`config.mk`:
```
export PLATFORM = sky130hd
export DESIGN_NAME = ebu_ext_bus_unit
export DESIGN_NICKNAME = d
export VERILOG_FILES = /design/src/pkg/ebu_pkg.sv /design/src/logic/ebu_ext_bus_unit.sv
export VERILOG_INCLUDE_DIRS = /design/src /design/src/pkg
export SDC_FILE = /design/constraint.sdc
export NUM_CORES = 1
export LEC_CHECK = 0
export ABC_AREA = 1
export BUFFER_PORTS_ARGS = -buffer_cell sky130_fd_sc_hd__buf_2
export CAP_MARGIN = 20
export CORE_AREA = 5 5 131 133
export CTS_BUF_LIST = sky130_fd_sc_hd__clkbuf_2
export DETAILED_ROUTE_END_ITERATION = 8
export DIE_AREA = 0 0 136 138
export PLACE_DENSITY = 0.78
export SLEW_MARGIN = 15
export SYNTH_ARGS = -nofsm -noshare
export SYNTH_HDL_FRONTEND = slang
export SYNTH_SLANG_ARGS = --single-unit
export TNS_END_PERCENT = 50
```
`constraint.sdc`:
```
create_clock -name clk_sys -period 2.2 [get_ports clk_sys]
set_input_delay 0.44 -clock clk_sys [delete_from_list [all_inputs] [get_ports clk_sys]]
set_output_delay 0.44 -clock clk_sys [all_outputs]
set_load 0.005 [all_outputs]
```
`src/pkg/ebu_map.svh`:
```
// Constants of the external bus unit: field positions, trap codes, window count.
// Assumes inclusion by bare name from the design file.
`ifndef EBU_MAP_SVH
`define EBU_MAP_SVH
`define EBU_WINDOWS 4
`define EBU_SYSCFG_UNLATCHED_SELECT_CFG_BIT 6
`define EBU_DIR_SLAVE_BIT 7
`define EBU_TRAP_NUMBER 8'h0A
`define EBU_TRAP_VECTOR 24'h000028
`define EBU_DEFAULT_CS 3'h0
`endif

```
`src/pkg/ebu_pkg.sv`:
```
// Types of the external bus unit: bus modes, address space, configurations.
// Assumes no surroundings beyond the constants header.
package ebu_pkg;
	// Bus mode field of a configuration register
	typedef enum logic [2:0] {
		EBU_SINGLE_CHIP,
		EBU_D8_DEMUX,
		EBU_D8_MUX,
		EBU_D16_DEMUX,
		EBU_D16_MUX
	} ebu_mode_type;

	typedef enum logic [1:0] {
		EBU_SPACE_64K,
		EBU_SPACE_256K,
		EBU_SPACE_1M,
		EBU_SPACE_16M
	} ebu_space_type;

	// One bus configuration: programmable timing and mode
	typedef struct packed {
		ebu_mode_type mode;
		logic [3:0] wait_states;
		logic tristate_wait;
		logic long_ale;
		logic rw_delay;
		logic ready_enable;
		logic enable;
	} ebu_bus_cfg_type;

	// Window address select: base in 4 KB granules, size as a power of two (window is 4 KB shifted left by size)
	typedef struct packed {
		logic [11:0] base;
		logic [3:0] size;
	} ebu_window_sel_type;

	typedef struct packed {
		logic valid;
		logic write;
		logic byte_high;
		logic byte_low;
		logic [23:0] address;
		logic [15:0] wdata;
	} ebu_request_type;
endpackage

```
`src/logic/ebu_ext_bus_unit.sv`:
```
// External bus unit: runs CPU accesses on the external multiplexed or
// demultiplexed bus, with windows, chip selects, ready and hold arbitration.
// Assumes a CPU request held stable until done and synchronous pin inputs.
`timescale 1ns/1ns
`include "ebu_map.svh"
// Functional notes
// RULE1: Single chip or four external modes: 8/16 data, muxed or demuxed.
// RULE2: Demuxed: address on address port, data on shared port or low byte.
// RULE3: Muxed: address first on shared port, then data on same lines.
// RULE4: Wait states, tristate time, latch strobe length, rw delay programmable; the rw_delay bit has no effect on the strobes here.
// RULE5: Four address windows each with own bus configuration.
// RULE6: Window 4 overrides 3, window 2 overrides 1 on overlap.
// RULE7: Addresses outside all windows use the default configuration.
// RULE8: Five active-low chip selects, one per window plus default.
// RULE9: Unlatched select bit makes chip selects decode directly from address.
// RULE10: Ready handshake lets slow memories stretch an access.
// RULE11: Arbitration enable hands request and hold pins to the controller.
// RULE12: After reset master role, hold acknowledge driven out.
// RULE13: Direction bit 7 set selects slave role, acknowledge becomes input.
// RULE14: 1M, 256K, 64K spaces drive four, two or no segment lines.
// RULE15: Full 16M space drives all eight segment lines.
// RULE16: Illegal bus access sets its flag and raises class B trap.
// RULE17: Ready held high inserts wait states until it goes low.
// RULE18: Address latch strobe lets logic capture muxed addresses.
// RULE19: Write strobe on every write, or low-byte writes in low-byte mode.
// RULE20: Shared pin gives high byte enable or high byte write strobe.
// RULE21: Master finishes access, floats bus, acknowledges hold until released.
// RULE22: Latched chip selects change only at access boundaries.
module ebu_ext_bus_unit
	import ebu_pkg::*;
(
	input wire logic clk_sys,
	input wire logic rst_n,
	input wire ebu_request_type cpu_request,
	output logic cpu_done,
	output logic [15:0] cpu_rdata,
	input wire ebu_bus_cfg_type default_bus_config,
	input wire ebu_bus_cfg_type [3:0] window_bus_config,
	input wire ebu_window_sel_type [3:0] window_address_select,
	input wire logic [15:0] system_config_reg,
	input wire logic write_strobe_cfg,
	input wire ebu_space_type space_size,
	input wire logic arbitration_enable,
	input wire logic [7:0] port6_direction_reg,
	output logic [15:0] shared_ad_port_out,
	output logic shared_ad_port_oe,
	input wire logic [15:0] shared_ad_port_in,
	output logic [15:0] demux_address_port,
	output logic demux_address_oe,
	output logic [7:0] segment_address,
	output logic [7:0] segment_address_oe,
	output logic addr_latch_strobe,
	output logic read_strobe_n,
	output logic write_strobe_low,
	output logic high_byte_pin_n,
	output logic strobe_oe,
	output logic [4:0] chip_select_n,
	input wire logic ready_n,
	input wire logic hold_request_n,
	input wire logic hold_ack_in_n,
	output logic hold_acknowledge_n,
	output logic hold_acknowledge_oe,
	output logic bus_request_out_n,
	output logic illegal_bus_flag,
	output logic class_b_trap,
	output logic [7:0] trap_number,
	output logic [23:0] class_b_trap_vector
);
	typedef enum logic [2:0] {
		EBU_IDLE, EBU_ADDR, EBU_TRI, EBU_DATA, EBU_FINISH, EBU_HOLD,
		EBU_WAIT_GRANT
	} ebu_state_type;

	// Window hit: compare upper address bits above the window size
	function automatic logic window_hit(input ebu_window_sel_type sel,
			input logic [23:0] addr);
		logic [23:0] mask;
		logic [23:0] base;
		mask = 24'hFFFFFF << (5'd12 + {1'b0, sel.size});
		base = {sel.base, 12'h000};
		window_hit = ((addr & mask) == (base & mask));
	endfunction

	// Highest window taking precedence, 0 for the default region
	function automatic logic [2:0] select_region(input logic [23:0] addr,
			input ebu_window_sel_type [3:0] sel,
			input ebu_bus_cfg_type [3:0] cfg);
		logic [3:0] hit;
		hit = 4'h0;
		for (int i = 0; i < `EBU_WINDOWS; i++) begin
			hit[i] = cfg[i].enable && window_hit(sel[i], addr); // RULE5
		end
		if (hit[3]) begin // RULE6
			select_region = 3'h4;
		end else if (hit[2]) begin
			select_region = 3'h3;
		end else if (hit[1]) begin // RULE6
			select_region = 3'h2;
		end else if (hit[0]) begin
			select_region = 3'h1;
		end else begin
			select_region = `EBU_DEFAULT_CS; // RULE7
		end
	endfunction

	ebu_state_type state, next_state;
	ebu_bus_cfg_type cfg, next_cfg;
	logic [2:0] region, next_region;
	logic [3:0] count, next_count;
	logic [4:0] cs_latched, next_cs_latched;
	logic hold_active, next_hold_active;
	logic slave_mode;
	logic [2:0] live_region;
	ebu_bus_cfg_type live_cfg;
	logic [4:0] live_cs;
	logic is_mux, is_d8, nx_mux, nx_d8;
	logic next_done, next_illegal, next_ale, next_rd_n, next_wr_n;
	logic next_hb_n, next_ad_oe, next_float, next_bus_request_out_n, next_hold_acknowledge_n;
	logic [15:0] next_rdata, next_ad_out;
	logic [4:0] next_cs_n;
	logic [7:0] next_seg_oe;

	assign slave_mode = port6_direction_reg[`EBU_DIR_SLAVE_BIT]; // RULE13
	assign live_region = select_region(cpu_request.address,
		window_address_select, window_bus_config);
	assign live_cfg = (live_region == `EBU_DEFAULT_CS) ? default_bus_config :
		window_bus_config[live_region - 3'h1];
	assign is_mux = (cfg.mode == EBU_D8_MUX) || (cfg.mode == EBU_D16_MUX);
	assign is_d8 = (cfg.mode == EBU_D8_MUX) || (cfg.mode == EBU_D8_DEMUX);
	assign nx_mux = (next_cfg.mode == EBU_D8_MUX) ||
		(next_cfg.mode == EBU_D16_MUX);
	assign nx_d8 = (next_cfg.mode == EBU_D8_MUX) ||
		(next_cfg.mode == EBU_D8_DEMUX);
	assign live_cs = 5'h01 << live_region;

	// ----------------------------------------------------------------
	// Access sequencer
	// ----------------------------------------------------------------
	always_comb begin
		next_state = state;
		next_cfg = cfg;
		next_region = region;
		next_count = count;
		next_cs_latched = cs_latched;
		next_hold_active = hold_active;
		next_done = 1'b0;
		next_illegal = 1'b0;
		next_rdata = cpu_rdata;
		unique case (state)
			EBU_IDLE: begin
				if (arbitration_enable && !slave_mode &&
						!hold_request_n) begin
					next_state = EBU_HOLD; // RULE11
					next_hold_active = 1'b1;
				end else if (cpu_request.valid) begin
					if (live_cfg.mode == EBU_SINGLE_CHIP) begin
						next_illegal = 1'b1; // RULE16
						next_done = 1'b1;
						next_state = EBU_FINISH;
					end else if (arbitration_enable && slave_mode &&
							hold_ack_in_n) begin
						next_state = EBU_WAIT_GRANT; // RULE13
					end else begin
						next_cfg = live_cfg; // RULE1
						next_region = live_region;
						next_cs_latched = live_cs; // RULE22
						next_count = live_cfg.long_ale ? 4'h1 : 4'h0; // RULE4
						next_state = EBU_ADDR;
					end
				end
			end
			EBU_WAIT_GRANT: begin
				if (!hold_ack_in_n) begin
					next_state = EBU_IDLE;
				end
			end
			EBU_ADDR: begin
				if (count != 4'h0) begin
					next_count = count - 4'h1;
				end else begin
					next_count = cfg.wait_states; // RULE4
					next_state = (is_mux && !cpu_request.write &&
						cfg.tristate_wait) ? EBU_TRI : EBU_DATA;
				end
			end
			EBU_TRI: begin
				next_state = EBU_DATA; // RULE4
			end
			EBU_DATA: begin
				if (count != 4'h0) begin
					next_count = count - 4'h1;
				end else if (!(cfg.ready_enable && ready_n)) begin
					// RULE10 RULE17
					next_done = 1'b1;
					next_rdata = is_d8 ? {8'h00, shared_ad_port_in[7:0]} :
						shared_ad_port_in; // RULE2
					next_state = EBU_FINISH;
				end
			end
			EBU_FINISH: begin
				next_state = EBU_IDLE; // lets cpu drop its request
			end
			EBU_HOLD: begin
				if (hold_request_n) begin
					next_hold_active = 1'b0; // RULE21
					next_state = EBU_IDLE;
				end
			end
			default: begin
				next_state = EBU_IDLE;
			end
		endcase
	end

	// ----------------------------------------------------------------
	// Pin drive, all registered
	// ----------------------------------------------------------------
	// Pins follow next_state so each registered pin shows the phase the
	// sequencer is in; ready and read data are sampled while strobes stand
	always_comb begin
		next_ale = (next_state == EBU_ADDR) && nx_mux; // RULE18
		next_ad_oe = 1'b0;
		next_ad_out = 16'h0000;
		if (next_state == EBU_ADDR && nx_mux) begin
			next_ad_oe = 1'b1; // RULE3
			next_ad_out = cpu_request.address[15:0];
		end else if (next_state == EBU_DATA && cpu_request.write) begin
			next_ad_oe = 1'b1; // RULE2 RULE3
			next_ad_out = cpu_request.wdata;
		end
		next_rd_n = !(next_state == EBU_DATA && !cpu_request.write &&
			!(next_cfg.rw_delay && next_ale)); // RULE4
		next_wr_n = 1'b1;
		next_hb_n = 1'b1;
		if (next_state == EBU_DATA && cpu_request.write) begin
			if (!write_strobe_cfg || nx_d8 || cpu_request.byte_low) begin
				next_wr_n = 1'b0; // RULE19
			end
			next_hb_n = !(cpu_request.byte_high && !nx_d8); // RULE20
		end else if (!write_strobe_cfg && (next_state == EBU_ADDR ||
				next_state == EBU_DATA)) begin
			next_hb_n = !(cpu_request.byte_high && !nx_d8); // RULE20
		end
		next_float = next_hold_active ||
			next_state == EBU_WAIT_GRANT; // RULE21
		if (system_config_reg[`EBU_SYSCFG_UNLATCHED_SELECT_CFG_BIT]) begin
			next_cs_n = (cpu_request.valid && !next_float) ?
				~live_cs : 5'h1F; // RULE9
		end else begin
			next_cs_n = (next_state == EBU_ADDR || next_state == EBU_TRI ||
				next_state == EBU_DATA) ? ~next_cs_latched :
				5'h1F; // RULE8 RULE22
		end
		unique case (space_size)
			EBU_SPACE_64K: next_seg_oe = 8'h00; // RULE14
			EBU_SPACE_256K: next_seg_oe = 8'h03;
			EBU_SPACE_1M: next_seg_oe = 8'h0F;
			EBU_SPACE_16M: next_seg_oe = 8'hFF; // RULE15
		endcase
		if (next_float) begin
			next_seg_oe = 8'h00;
		end
		next_bus_request_out_n = !(arbitration_enable && slave_mode &&
			cpu_request.valid && hold_ack_in_n); // RULE11
		next_hold_acknowledge_n = !(arbitration_enable && !slave_mode &&
			next_hold_active); // RULE12 RULE21
	end

	always_ff @(posedge clk_sys or negedge rst_n) begin
		if (!rst_n) begin
			state <= EBU_IDLE;
			cfg <= '0;
			region <= 3'h0;
			count <= 4'h0;
			cs_latched <= 5'h00;
			hold_active <= 1'b0;
			cpu_done <= 1'b0;
			cpu_rdata <= 16'h0000;
			shared_ad_port_out <= 16'h0000;
			shared_ad_port_oe <= 1'b0;
			demux_address_port <= 16'h0000;
			demux_address_oe <= 1'b0;
			segment_address <= 8'h00;
			segment_address_oe <= 8'h00;
			addr_latch_strobe <= 1'b0;
			read_strobe_n <= 1'b1;
			write_strobe_low <= 1'b1;
			high_byte_pin_n <= 1'b1;
			strobe_oe <= 1'b1;
			chip_select_n <= 5'h1F;
			hold_acknowledge_n <= 1'b1;
			hold_acknowledge_oe <= 1'b1;
			bus_request_out_n <= 1'b1;
			illegal_bus_flag <= 1'b0;
			class_b_trap <= 1'b0;
			trap_number <= 8'h00;
			class_b_trap_vector <= 24'h000000;
		end else begin
			state <= next_state;
			cfg <= next_cfg;
			region <= next_region;
			count <= next_count;
			cs_latched <= next_cs_latched;
			hold_active <= next_hold_active;
			cpu_done <= next_done;
			cpu_rdata <= next_rdata;
			shared_ad_port_out <= next_ad_out;
			shared_ad_port_oe <= next_ad_oe && !next_float;
			demux_address_port <= cpu_request.address[15:0]; // RULE2
			demux_address_oe <= !nx_mux &&
				next_cfg.mode != EBU_SINGLE_CHIP && !next_float;
			segment_address <= cpu_request.address[23:16];
			segment_address_oe <= next_seg_oe;
			addr_latch_strobe <= next_ale && !next_float;
			read_strobe_n <= next_rd_n;
			write_strobe_low <= next_wr_n;
			high_byte_pin_n <= next_hb_n;
			strobe_oe <= !next_float; // RULE21
			chip_select_n <= next_float ? 5'h1F : next_cs_n;
			hold_acknowledge_n <= next_hold_acknowledge_n;
			hold_acknowledge_oe <= !slave_mode; // RULE12 RULE13
			bus_request_out_n <= next_bus_request_out_n;
			// Sticky until reset: no clear path is given to software here
			illegal_bus_flag <= illegal_bus_flag || next_illegal; // RULE16
			class_b_trap <= next_illegal;
			trap_number <= `EBU_TRAP_NUMBER;
			class_b_trap_vector <= `EBU_TRAP_VECTOR;
		end
	end
endmodule

```
==> results of run 1 <==
[logic make-up after synthesis]
family	after synthesis	share of synthesized area
DFF	100	0.368
xor gates and xnor gates	39	0.0500
adders and majority gates	21	0.0384
AOI/OAI and AO/OA	98	0.0807
muxes	1	0.00165
other	2	0.00110
buffers and inverters	142	0.108
and+or+nand+nor	524	0.352
[state kept, by name (all words and copies together) (netlist names), 3 cells and up]
signal and cells:
cpu_rdata 16, demux_address_port 16, shared_ad_port_out 16, cfg 9, segment_address 8, chip_select_n 5, cs_latched 5, count 4
segment_address_oe 3, state 3
[power breakdown]
part	total [mW]	internal (mW)	switching [mW]
clock network	0.840	0.174	0.666
logic	4.95	2.08	2.87
registers	2.62	2.37	0.244
total	8.40	4.63	3.78
[timing repair]
action / CTS / global route
endpoints found under the hold margin: 78 / 0
resized for setup: 82 / 33
setup buffers: 19 / 6
hold buffers: 43 / 0
cloned: 5 / 0
pin swaps: 55 / 32
endpoints found under the setup margin: 55 / 55
[metrics by stage]
step           power, mW  cell area, um2   util  TNS (ns)
5_1_grt             8.96           10300  0.659    -40.53
3_3_place_gp        6.55            9170  0.584    -68.15
4_1_cts             8.18           10200  0.648    -25.25
2_1_floorplan       5.22            7160      -    -61.42
3_5_place_dp        6.65            9170  0.584    -74.38
6_report            8.40           10300  0.659    -31.30
[worst min-delay path, cell delays in order]
cell	delay, ns
buf_2	0.09
nand2_1	0.06
a31oi_1	0.07
[area by class of cell]
| class | count | area (um2) |
|---|---|---|
| Multi-Input combinational cell | 716 | 4140 |
| Inverter | 85 | 395 |
| Clock inverter | 5 | 43.8 |
| Timing Repair Buffer | 449 | 2930 |
| Timing Repair inverter | 1 | 3.75 |
| Clock buffer | 11 | 55.1 |
| Fill cell | 1304 | 5360 |
| Tap cell | 216 | 270 |
| Antenna cell | 1 | 2.50 |
| Sequential cell | 100 | 2520 |
[worst max-delay path by stage]
stage / from / to / cells past startpoint
finish: window_address_select[19] / chip_select_n[0] / 24
global route: window_address_select[2] / chip_select_n[4] / 27
CTS: window_address_select[2] / shared_ad_port_out[8] / 28
detailed placement: window_address_select[50] / shared_ad_port_out[3] / 29
global placement: window_address_select[34] / shared_ad_port_out[3] / 26
floorplan: window_address_select[2] / shared_ad_port_out[10] / 29
[cells in the final DEF, fill, tap and decap left out, drive strengths merged, types with 29 or more instances in the layout]
master / synthesis / layout
dfrtp: 88 / 88
xor2: 34 / 34
inv: 82 / 86
dlygate4sd3: 0 / 43
nand2: 321 / 323
nor2: 90 / 92
o21ai: 62 / 62
nand3: 77 / 77
conb: 2 / 29
buf: 49 / 406
[cell usage after synthesis, drive strengths merged]
master / number / area (um2)
conb: 2 / 7.51
clkinv: 3 / 12.5
or2: 10 / 62.6
dfrtp: 88 / 2200
nor2: 90 / 403
nand4: 10 / 68.8
a221oi: 1 / 8.76
mux2: 1 / 11.3
buf: 49 / 383
xor2: 34 / 298
dfstp: 12 / 315
nor4: 1 / 6.26
nand2: 321 / 1300
xnor2: 5 / 43.8
a31oi: 7 / 43.8
ha: 21 / 263
clkbuf: 8 / 30.0
nor3: 11 / 55.1
nand3: 77 / 475
a21oi: 13 / 76.3
nor3b: 1 / 7.51
o221ai: 1 / 8.76
o211ai: 2 / 15.0
inv: 82 / 310
nand3b: 3 / 22.5
o22ai: 8 / 50.1
a2111oi: 1 / 8.76
a21boi: 2 / 15.0
o21ai: 62 / 318
o21a: 1 / 7.51
[routing by layer]
metal	wire length [um]	vias to the layer above	track usage	part of all wire
met3	2170	55	0.0588	0.086
met4	725	0	0.0891	0.029
li1	-	3756	-	-
met5	0	-	0	0
met2	12700	417	0.462	0.50
met1	9760	3581	0.309	0.38
==> results.sh, run 1 <==
export IMPL_num_vias=7809
export IMPL_placed_cells=1494
export IMPL_io_buffers=274
export IMPL_critical_path_buf_inv_count=5
export IMPL_cts_root_buffer="clkbuf_2"
export IMPL_worstReg2RegStart="state[2]"
export IMPL_leakage_nw=5.57
export IMPL_die_height_um=138
export IMPL_status="finished with violations"
export IMPL_period_minus_slack_ns=3.00
export IMPL_wl_um=25400
export IMPL_power_density_nw_per_um2=812
export IMPL_cp_slowest_stage_delay_ns=0.33
export IMPL_finalHoldWorstSlack_ns=0.0363
export IMPL_cp_data_arrival_time_ns=3.57
export IMPL_min_from="default_bus_config[8]"
export IMPL_avgSynthCellArea_um2=7.37
export IMPL_core_area_um2=15700
export IMPL_grt_ovfl_total=0
export IMPL_hold_depth=3
export IMPL_setup_viol=55
export IMPL_critical_path_cell_chain="buf_8, inv_6, buf_4, ha_1, o21ai_0, xor2_1, nor2_1, nand2_1, nor2_2, nand2_2, a21oi_2, inv_2, ha_4, inv_6, nand3_4, nand3_4, nand2_4, nand3_4, nand2_2, nand2_2, nand4_1, nand4_1, o21ai_1, nand2_1"
export IMPL_drv_slew=0
export IMPL_min_period_over_period=1.37
export IMPL_slew_headroom=0.499
export IMPL_ys_ff_latch=100
export IMPL_rows=46
export IMPL_drtAntennaViolNets=0
export IMPL_globalplace_congestion=1.00
export IMPL_synth_warnings=0
export IMPL_drive_above_1_share=0.412
export IMPL_die_x_um=136
export IMPL_wl_per_cell_um=16.0
export IMPL_ys_seq_area_frac=0.368
export IMPL_hpwl_um=19000
export IMPL_start_util=0.435
export IMPL_cp_slowest_cell="ha_4"
export IMPL_critPathLaunchType="primary input"
export IMPL_area_growth_pct=51.4
export IMPL_firstDrtPassIters=6
export IMPL_hold_end="cfg[8]"
export IMPL_grt_max_degree=59
export IMPL_setup_ws_ns=-0.804
export IMPL_crit_type="in -> reg"
export IMPL_grt_pass1_vias=7956
export IMPL_rrSetupSlack_ns=-0.21
export IMPL_clk_pin_slew_ns=0.28
export IMPL_pre_cts_ws_ns=-1.57
export IMPL_peakVddDrop_uv=588
export IMPL_finClkSkew_ns=0.0697
export IMPL_final_cells=1584
export IMPL_path_delay_family="simple AND/OR/NAND/NOR gates"
export IMPL_drt_vias_per_instance=4.93
export IMPL_io_pins=331
export IMPL_synth_cell_area_um2=6830
export IMPL_cts_buffer_depth=2
export IMPL_nets=1600
export IMPL_rr_worst_depth=13
export IMPL_dieArea_um2=18800
export IMPL_path_max_fanout=5
export IMPL_hold_viol_final=0
export IMPL_grt_first_pass_wirelength_um=39100
export IMPL_cts_sinks=100
export IMPL_violations="setup timing"
export IMPL_regToRegEndpoint="shared_ad_port_out[8]"
export IMPL_post_route_drc_count=0
export IMPL_antenna_found_initial=0
export IMPL_numCtsBuffers=9
export IMPL_drtIter0Drc=547
export IMPL_syn_inst=927
export IMPL_h_tree_depth=3
export IMPL_cp_end_kind="flop"
export IMPL_cap_violations=0
export IMPL_clock_latency_ns=0.64
export IMPL_grtUsageTotal=0.261
export IMPL_rsz0062_at_grt="true"
export IMPL_required_ns=2.77
export IMPL_min_path_type="in -> reg"
export IMPL_cts_tree="built"
export IMPL_tightest_slew_ns=0.747
export IMPL_ys_types=49
export IMPL_fmax_ghz=0.333
(Power assumes the default switching activity.)
==> run 2, diff against run 1 <==
--- a/config.mk
+++ b/config.mk
@@ -6,14 +6,13 @@
 export SDC_FILE = /design/constraint.sdc
 export NUM_CORES = 1
 export LEC_CHECK = 0
-export ABC_AREA = 1
 export BUFFER_PORTS_ARGS = -buffer_cell sky130_fd_sc_hd__buf_2
 export CAP_MARGIN = 20
-export CORE_AREA = 5 5 131 133
+export CORE_AREA = 5 5 129 131
 export CTS_BUF_LIST = sky130_fd_sc_hd__clkbuf_2
 export DETAILED_ROUTE_END_ITERATION = 8
-export DIE_AREA = 0 0 136 138
-export PLACE_DENSITY = 0.78
+export DIE_AREA = 0 0 134 136
+export PLACE_DENSITY = 0.77
 export SLEW_MARGIN = 15
 export SYNTH_ARGS = -nofsm -noshare
 export SYNTH_HDL_FRONTEND = slang
==> run 2 against run 1 <==
Effect of this change:
- the flow still finishes with violations (setup timing)
- final area shrank 6.5%
- highest routed layer is now met5
- die area shrank 2.9%
- clock power grew 3.2%
- via count shrank 12%
- flip-flop and latch count is the same
- sequential share of layout area grew 1.7 points
- critical endpoint is now shared_ad_port_out[15]
==> results.sh, run 2 <==
export IMPL_placed_area_um2=8980
export IMPL_violations="setup timing"
export IMPL_drv_slew=0
export IMPL_ys_async_sr_fraction=1.00
export IMPL_register_area_um2=2520
export IMPL_final_common_cell="buf_2"
export IMPL_worstReg2RegStart="count[1]"
export IMPL_synth_warnings=0
export IMPL_firstDrtPassIters=5
export IMPL_num_vias=6862
export IMPL_wl_per_cell_um=18.0
export IMPL_clock_latency_ns=0.60
export IMPL_peakVddDrop_uv=401
export IMPL_ys_seq_area_frac=0.389
export IMPL_synthTopCellsByArea="dfrtp_1 34%, dfstp_2 4.9%, xnor2_1 4.2%"
export IMPL_drive_above_1_share=0.480
export IMPL_critPathCapture="shared_ad_port_out[15]"
export IMPL_grtUsageTotal=0.244
export IMPL_crit_type="in -> reg"
export IMPL_core_area_um2=15500
export IMPL_avgSynthCellArea_um2=9.41
export IMPL_synth_top_cell_area_share=0.341
export IMPL_syn_inst=687
export IMPL_rows=46
export IMPL_gr_usage_met3=0.0463
export IMPL_ys_ff_latch=100
export IMPL_multiInputGateArea_um2=3750
export IMPL_design_power_total_mw=7.73
export IMPL_setup_ws_ns=-1.80
export IMPL_cap_violations=0
export IMPL_drtAntennaViolNets=0
export IMPL_wl_um=23400
export IMPL_h_tree_depth=3
export IMPL_final_cell_mix="271 x buf_2, 142 x buf_4, 88 x dfrtp_1, 58 x nand2_1, 37 x nor2_1"
export IMPL_yosysMostFrequentCell="dfrtp_1"
export IMPL_met1_usage=0.289
export IMPL_cts_buffer_depth=2
export IMPL_dieArea_um2=18200
export IMPL_drt_vias_per_instance=5.26
export IMPL_cts_tree="built"
export IMPL_antenna_found_initial=2
export IMPL_status="finished with violations"
export IMPL_ys_flop_type="dfrtp_1"
export IMPL_power_density_nw_per_um2=799
export IMPL_cts_sinks=100
export IMPL_rsz0062_at_grt="true"
export IMPL_startpoint="window_address_select[2]"
export IMPL_leakage_nw=4.87
export IMPL_rrSetupSlack_ns=-0.38
export IMPL_grt_first_pass_wirelength_um=34700
export IMPL_hpwl_um=18800
export IMPL_nets=1345
export IMPL_min_period_over_period=1.82
export IMPL_cp_data_arrival_time_ns=4.53
export IMPL_grt_max_degree=62
export IMPL_ys_types=83
export IMPL_critPathLaunchType="primary input"
export IMPL_die_x_um=134
export IMPL_synth_top_area_cell="dfrtp_1"
export IMPL_area_growth_pct=49.7
export IMPL_grt_ovfl_total=0
export IMPL_cts_root_buffer="clkbuf_2"
export IMPL_required_ns=2.73
export IMPL_critical_path_cell_chain="buf_12, inv_8, ha_4, and3b_1, o21ai_1, nand4_1, o41a_1, or4_4, o21ai_4, nand2_4, ha_4, or3_4, and3_4, a22oi_4, a21boi_2, a221o_1, and4b_2, bufbuf_16, a22o_1"
export IMPL_regToRegEndpoint="shared_ad_port_out[15]"
export IMPL_die_height_um=136
export IMPL_post_route_drc_count=0
export IMPL_pre_cts_ws_ns=-2.54
export IMPL_top_regs="cpu_rdata x16, demux_address_port x16, shared_ad_port_out x16"
export IMPL_cp_slowest_stage_delay_ns=0.46
export IMPL_grt_pass1_vias=6830
export IMPL_min_path_type="in -> reg"
export IMPL_io_pins=331
export IMPL_cp_slowest_cell="or4_4"
export IMPL_start_util=0.417
export IMPL_period_minus_slack_ns=4.00
export IMPL_rr_worst_depth=11
export IMPL_clk_pin_slew_ns=0.30
export IMPL_synth_edf_count=0
export IMPL_fmax_ghz=0.250
export IMPL_finClkSkew_ns=0.0478
export IMPL_finish_instance_area_um2=9680
export IMPL_fillCellCount=1335
export IMPL_setup_viol=55
export IMPL_cp_end_kind="flop"
export IMPL_crit_top_cell="ha_4"
export IMPL_synth_cell_area_um2=6460
export IMPL_met2_usage=0.435
export IMPL_io_buffers=274
export IMPL_path_max_fanout=7
export IMPL_drtIter0Drc=464
export IMPL_synth_common_cells="88 x dfrtp_1, 61 x nand2_1, 47 x o21ai_0"
export IMPL_globalplace_congestion=0.923
export IMPL_top_usage_layer="met2"
export IMPL_numCtsBuffers=9
export IMPL_hold_viol_final=0
export IMPL_finish_utilization=0.625
==> run 2: changes by cell type in the layout (fill, tap and decap cells not counted), sizes merged, moves of 17 or more <==
cell | previous run | this run
buf | 406 | 431
a21oi | 13 | 30
xnor2 | 5 | 31
dlygate4sd3 | 43 | 17
a22o | 0 | 17
nand3 | 77 | 10
inv | 86 | 37
nor2 | 92 | 43
nand2 | 323 | 62
==> run 2: what timing repair did <==
| item | in CTS | in global routing |
|---|---|---|
| endpoints found under the hold margin | 93 | 11 |
| pin swaps | 21 | 10 |
| setup buffers | 13 | 4 |
| hold buffers | 6 | 11 |
| resized for setup | 35 | 28 |
| endpoints found under the setup margin | 55 | 55 |
| gates cloned | 4 | 0 |
==> run 2: worst min path at each step <==
stage | from | to | depth (start not counted)
finish | arbitration_enable | hold_acknowledge_n | 2
floorplan | rst_n | addr_latch_strobe | 0
CTS | cpu_request[7] | shared_ad_port_out[7] | 2
global route | cpu_request[11] | shared_ad_port_out[11] | 2
global placement | rst_n | count[2] | 1
detailed placement | rst_n | count[2] | 1
==> run 2: routing by layer <==
metal	wire length [um]	share of wire
met5	20	0.00085
met2	11800	0.50
met4	892	0.038
met3	1690	0.072
met1	9030	0.39
==> run 2: critical path, delay by kind of cell <==
family / cells / cell delay (ns)
AO/OA/AOI/OAI: 7 / 1.56
adder cells (fa/ha/maj): 2 / 0.44
buffers and inverters: 3 / 0.39
AND/OR/NAND/NOR: 7 / 1.70
==> run 2: through the flow <==
stage | hold WS (ns) | TNS, ns | cells
final | 0.0395 | -86.75 | 1305
after global placement | 0.280 | -119.86 | 1252
after floorplan | 0.144 | -130.43 | 714
after CTS | 0.00210 | -81.20 | 1291
after global routing | -0.0109 | -88.52 | 1305
after detailed placement | 0.279 | -127.07 | 1252
==> run 2: area by class of cell <==
cell class / count / area share
multi-input cells: 512 / 0.388
repair buffers: 449 / 0.301
flip-flops and latches: 100 / 0.260
well taps: 192 / 0.0248
inverters: 35 / 0.0149
clock inverters: 6 / 0.00621
clock buffers: 10 / 0.00517
diodes: 1 / 0.000259
==> run 2: power by group <==
| group | internal, mW | switching, mW | total (mW) | leakage (nW) |
|---|---|---|---|---|
| clock network | 0.178 | 0.689 | 0.867 | 0.0634 |
| registers | 2.39 | 0.232 | 2.62 | 1.23 |
| logic | 2.24 | 1.99 | 4.24 | 3.58 |
| total | 4.81 | 2.92 | 7.73 | 4.87 |
==> run 2: cell families after synthesis <==
family,synth area share
AOI/OAI and AO/OA,0.201
xor gates and xnor gates,0.0705
adders and majority gates,0.0439
buffers and inverters,0.0844
DFF,0.389
muxes,0.0523
other,0.00116
and+or+nand+nor,0.157
==> run 3, diff against run 2 <==
--- a/config.mk
+++ b/config.mk
@@ -13,6 +13,7 @@
 export DETAILED_ROUTE_END_ITERATION = 8
 export DIE_AREA = 0 0 134 136
 export PLACE_DENSITY = 0.77
+export RECOVER_POWER = 100
 export SLEW_MARGIN = 15
 export SYNTH_ARGS = -nofsm -noshare
 export SYNTH_HDL_FRONTEND = slang
==> run 3 against run 2 <==
Effect of this change:
- cell count unchanged
- non-clock buffer count unchanged
- die area unchanged
- power decreased by 1.0%
- the run still ends with setup timing left
==> results.sh, run 3 (synthesis gave the netlist of run 2 again) <==
export IMPL_status="finished with violations"
export IMPL_violations="setup timing"
export IMPL_firstDrtPassIters=5
export IMPL_finClkSkew_ns=0.0369
export IMPL_required_ns=2.74
export IMPL_setup_ws_ns=-1.79
export IMPL_clk_pin_slew_ns=0.31
export IMPL_pre_cts_ws_ns=-2.54
export IMPL_grt_ovfl_total=0
export IMPL_drv_slew=0
export IMPL_drtIter0Drc=466
export IMPL_grt_first_pass_wirelength_um=34700
export IMPL_power_density_nw_per_um2=804
export IMPL_leakage_nw=4.62
export IMPL_cp_slowest_stage_delay_ns=0.46
export IMPL_path_delay_family="simple AND/OR/NAND/NOR gates"
export IMPL_placed_area_um2=8980
export IMPL_wl_um=23500
export IMPL_min_path_type="in -> reg"
export IMPL_rows=46
export IMPL_critical_path_cell_chain="buf_12, inv_8, ha_4, and3b_1, o21ai_1, nand4_1, o41a_1, or4_4, o21ai_4, nand2_4, ha_4, or3_4, and3_4, a22oi_4, a21boi_2, a221o_1, and4b_2, buf_4, buf_8, a22o_1"
export IMPL_rrSetupSlack_ns=-0.46
export IMPL_cts_buffer_depth=2
export IMPL_die_height_um=136
export IMPL_min_period_over_period=1.81
export IMPL_fillCellCount=1399
export IMPL_crit_top_cell="ha_4"
export IMPL_grtUsageTotal=0.244
export IMPL_top_regs="cpu_rdata x16, demux_address_port x16, shared_ad_port_out x16"
export IMPL_critPathLaunchType="primary input"
export IMPL_crit_type="in -> reg"
export IMPL_grt_max_degree=62
export IMPL_critical_path_buf_inv_count=4
export IMPL_num_vias=6888
export IMPL_post_route_drc_count=0
export IMPL_start_util=0.417
export IMPL_finish_instance_area_um2=9510
export IMPL_period_minus_slack_ns=3.99
export IMPL_register_area_um2=2520
export IMPL_setup_viol=55
export IMPL_cts_sinks=100
export IMPL_core_area_um2=15500
export IMPL_wl_per_cell_um=18.0
export IMPL_area_growth_pct=47.1
export IMPL_numCtsBuffers=9
export IMPL_drt_vias_per_instance=5.28
export IMPL_path_max_fanout=9
export IMPL_globalplace_congestion=0.923
export IMPL_cts_root_buffer="clkbuf_2"
export IMPL_io_pins=331
export IMPL_drive_above_1_share=0.414
export IMPL_hold_viol_final=0
export IMPL_final_common_cell="buf_2"
export IMPL_cp_slowest_cell="or4_4"
export IMPL_cp_end_kind="flop"
export IMPL_dieArea_um2=18200
export IMPL_grt_pass1_vias=6830
export IMPL_tightest_slew_ns=1.44
export IMPL_antenna_found_initial=2
export IMPL_nets=1345
export IMPL_hpwl_um=18800
export IMPL_final_cell_mix="218 x buf_2, 118 x buf_4, 88 x dfrtp_1, 74 x clkbuf_1, 58 x nand2_1"
export IMPL_peakVddDrop_uv=397
export IMPL_die_x_um=134
export IMPL_multiInputGateArea_um2=3750
export IMPL_fmax_ghz=0.251
export IMPL_cp_data_arrival_time_ns=4.53
export IMPL_io_buffers=274
export IMPL_cap_violations=0
export IMPL_slew_headroom=0.0421
export IMPL_cts_tree="built"
export IMPL_drtAntennaViolNets=0
export IMPL_h_tree_depth=3
export IMPL_rsz0062_at_grt="true"
export IMPL_clock_latency_ns=0.60
-- run 3: cell count changes in the layout (fill, tap and decap cells not counted) --
cell      before  now
clkbuf_4       0    1
clkbuf_1       0   74
clkbuf_2      10   13
buf_4        142  118
buf_12         5    4
buf_2        271  218
-- run 3: area by class of cell --
type,instances,share of cell area
multi-input combinational,512,0.395
clock inverter,6,0.00631
timing repair buffer,449,0.288
sequential,100,0.265
clock buffer,10,0.00526
tap,192,0.0253
inverter,35,0.0151
antenna,1,0.000263
-- run 3: metrics by stage --
step | util | total power [mW] | hold WS [ns] | cells | setup TNS [ns]
2_1_floorplan | - | 4.69 | 0.144 | 714 | -130.43
3_3_place_gp | 0.580 | 6.27 | 0.280 | 1252 | -119.86
3_5_place_dp | 0.580 | 6.36 | 0.279 | 1252 | -127.07
4_1_cts | 0.613 | 7.70 | 0.00210 | 1291 | -81.20
5_1_grt | 0.614 | 8.17 | -0.0108 | 1305 | -96.09
6_report | 0.614 | 7.65 | 0.0423 | 1305 | -86.39
-- run 3: path summary, 6_finish.rpt --
check,startpoint,to,depth (start not counted)
max,window_address_select[2],shared_ad_port_out[12],20
min,cpu_request[11],shared_ad_port_out[11],2
max reg2reg,count[1],shared_ad_port_out[12],12
min reg2reg,cs_latched[4],chip_select_n[4],1
max in group asynchronous,rst_n,segment_address_oe[1],3
min in group asynchronous,rst_n,count[0],2
-- run 3: where the power goes --
part           total (mW)  leakage [nW]  internal [mW]  switching (mW)
clock               0.866        0.0634          0.178           0.688
sequential           2.63          1.23           2.39           0.238
combinational        4.15          3.33           2.16            2.00
total                7.65          4.62           4.73            2.92
-- run 3: metal layers --
layer / GRT usage / vias up / share of wire
met4: 0.100 / 2 / 0.039
li1: - / 3228 / -
met5: 0 / - / 0.00085
met3: 0.0463 / 56 / 0.071
met2: 0.435 / 321 / 0.50
met1: 0.289 / 3281 / 0.39
-- run 3: repair_timing --
action / in CTS / in global routing
hold buffers: 6 / 11
endpoints found under the setup margin: 55 / 55
cloned: 4 / 0
gates resized for setup: 35 / 28
buffers inserted: 13 / 4
endpoints found under the hold margin: 93 / 11
pin swaps: 21 / 10
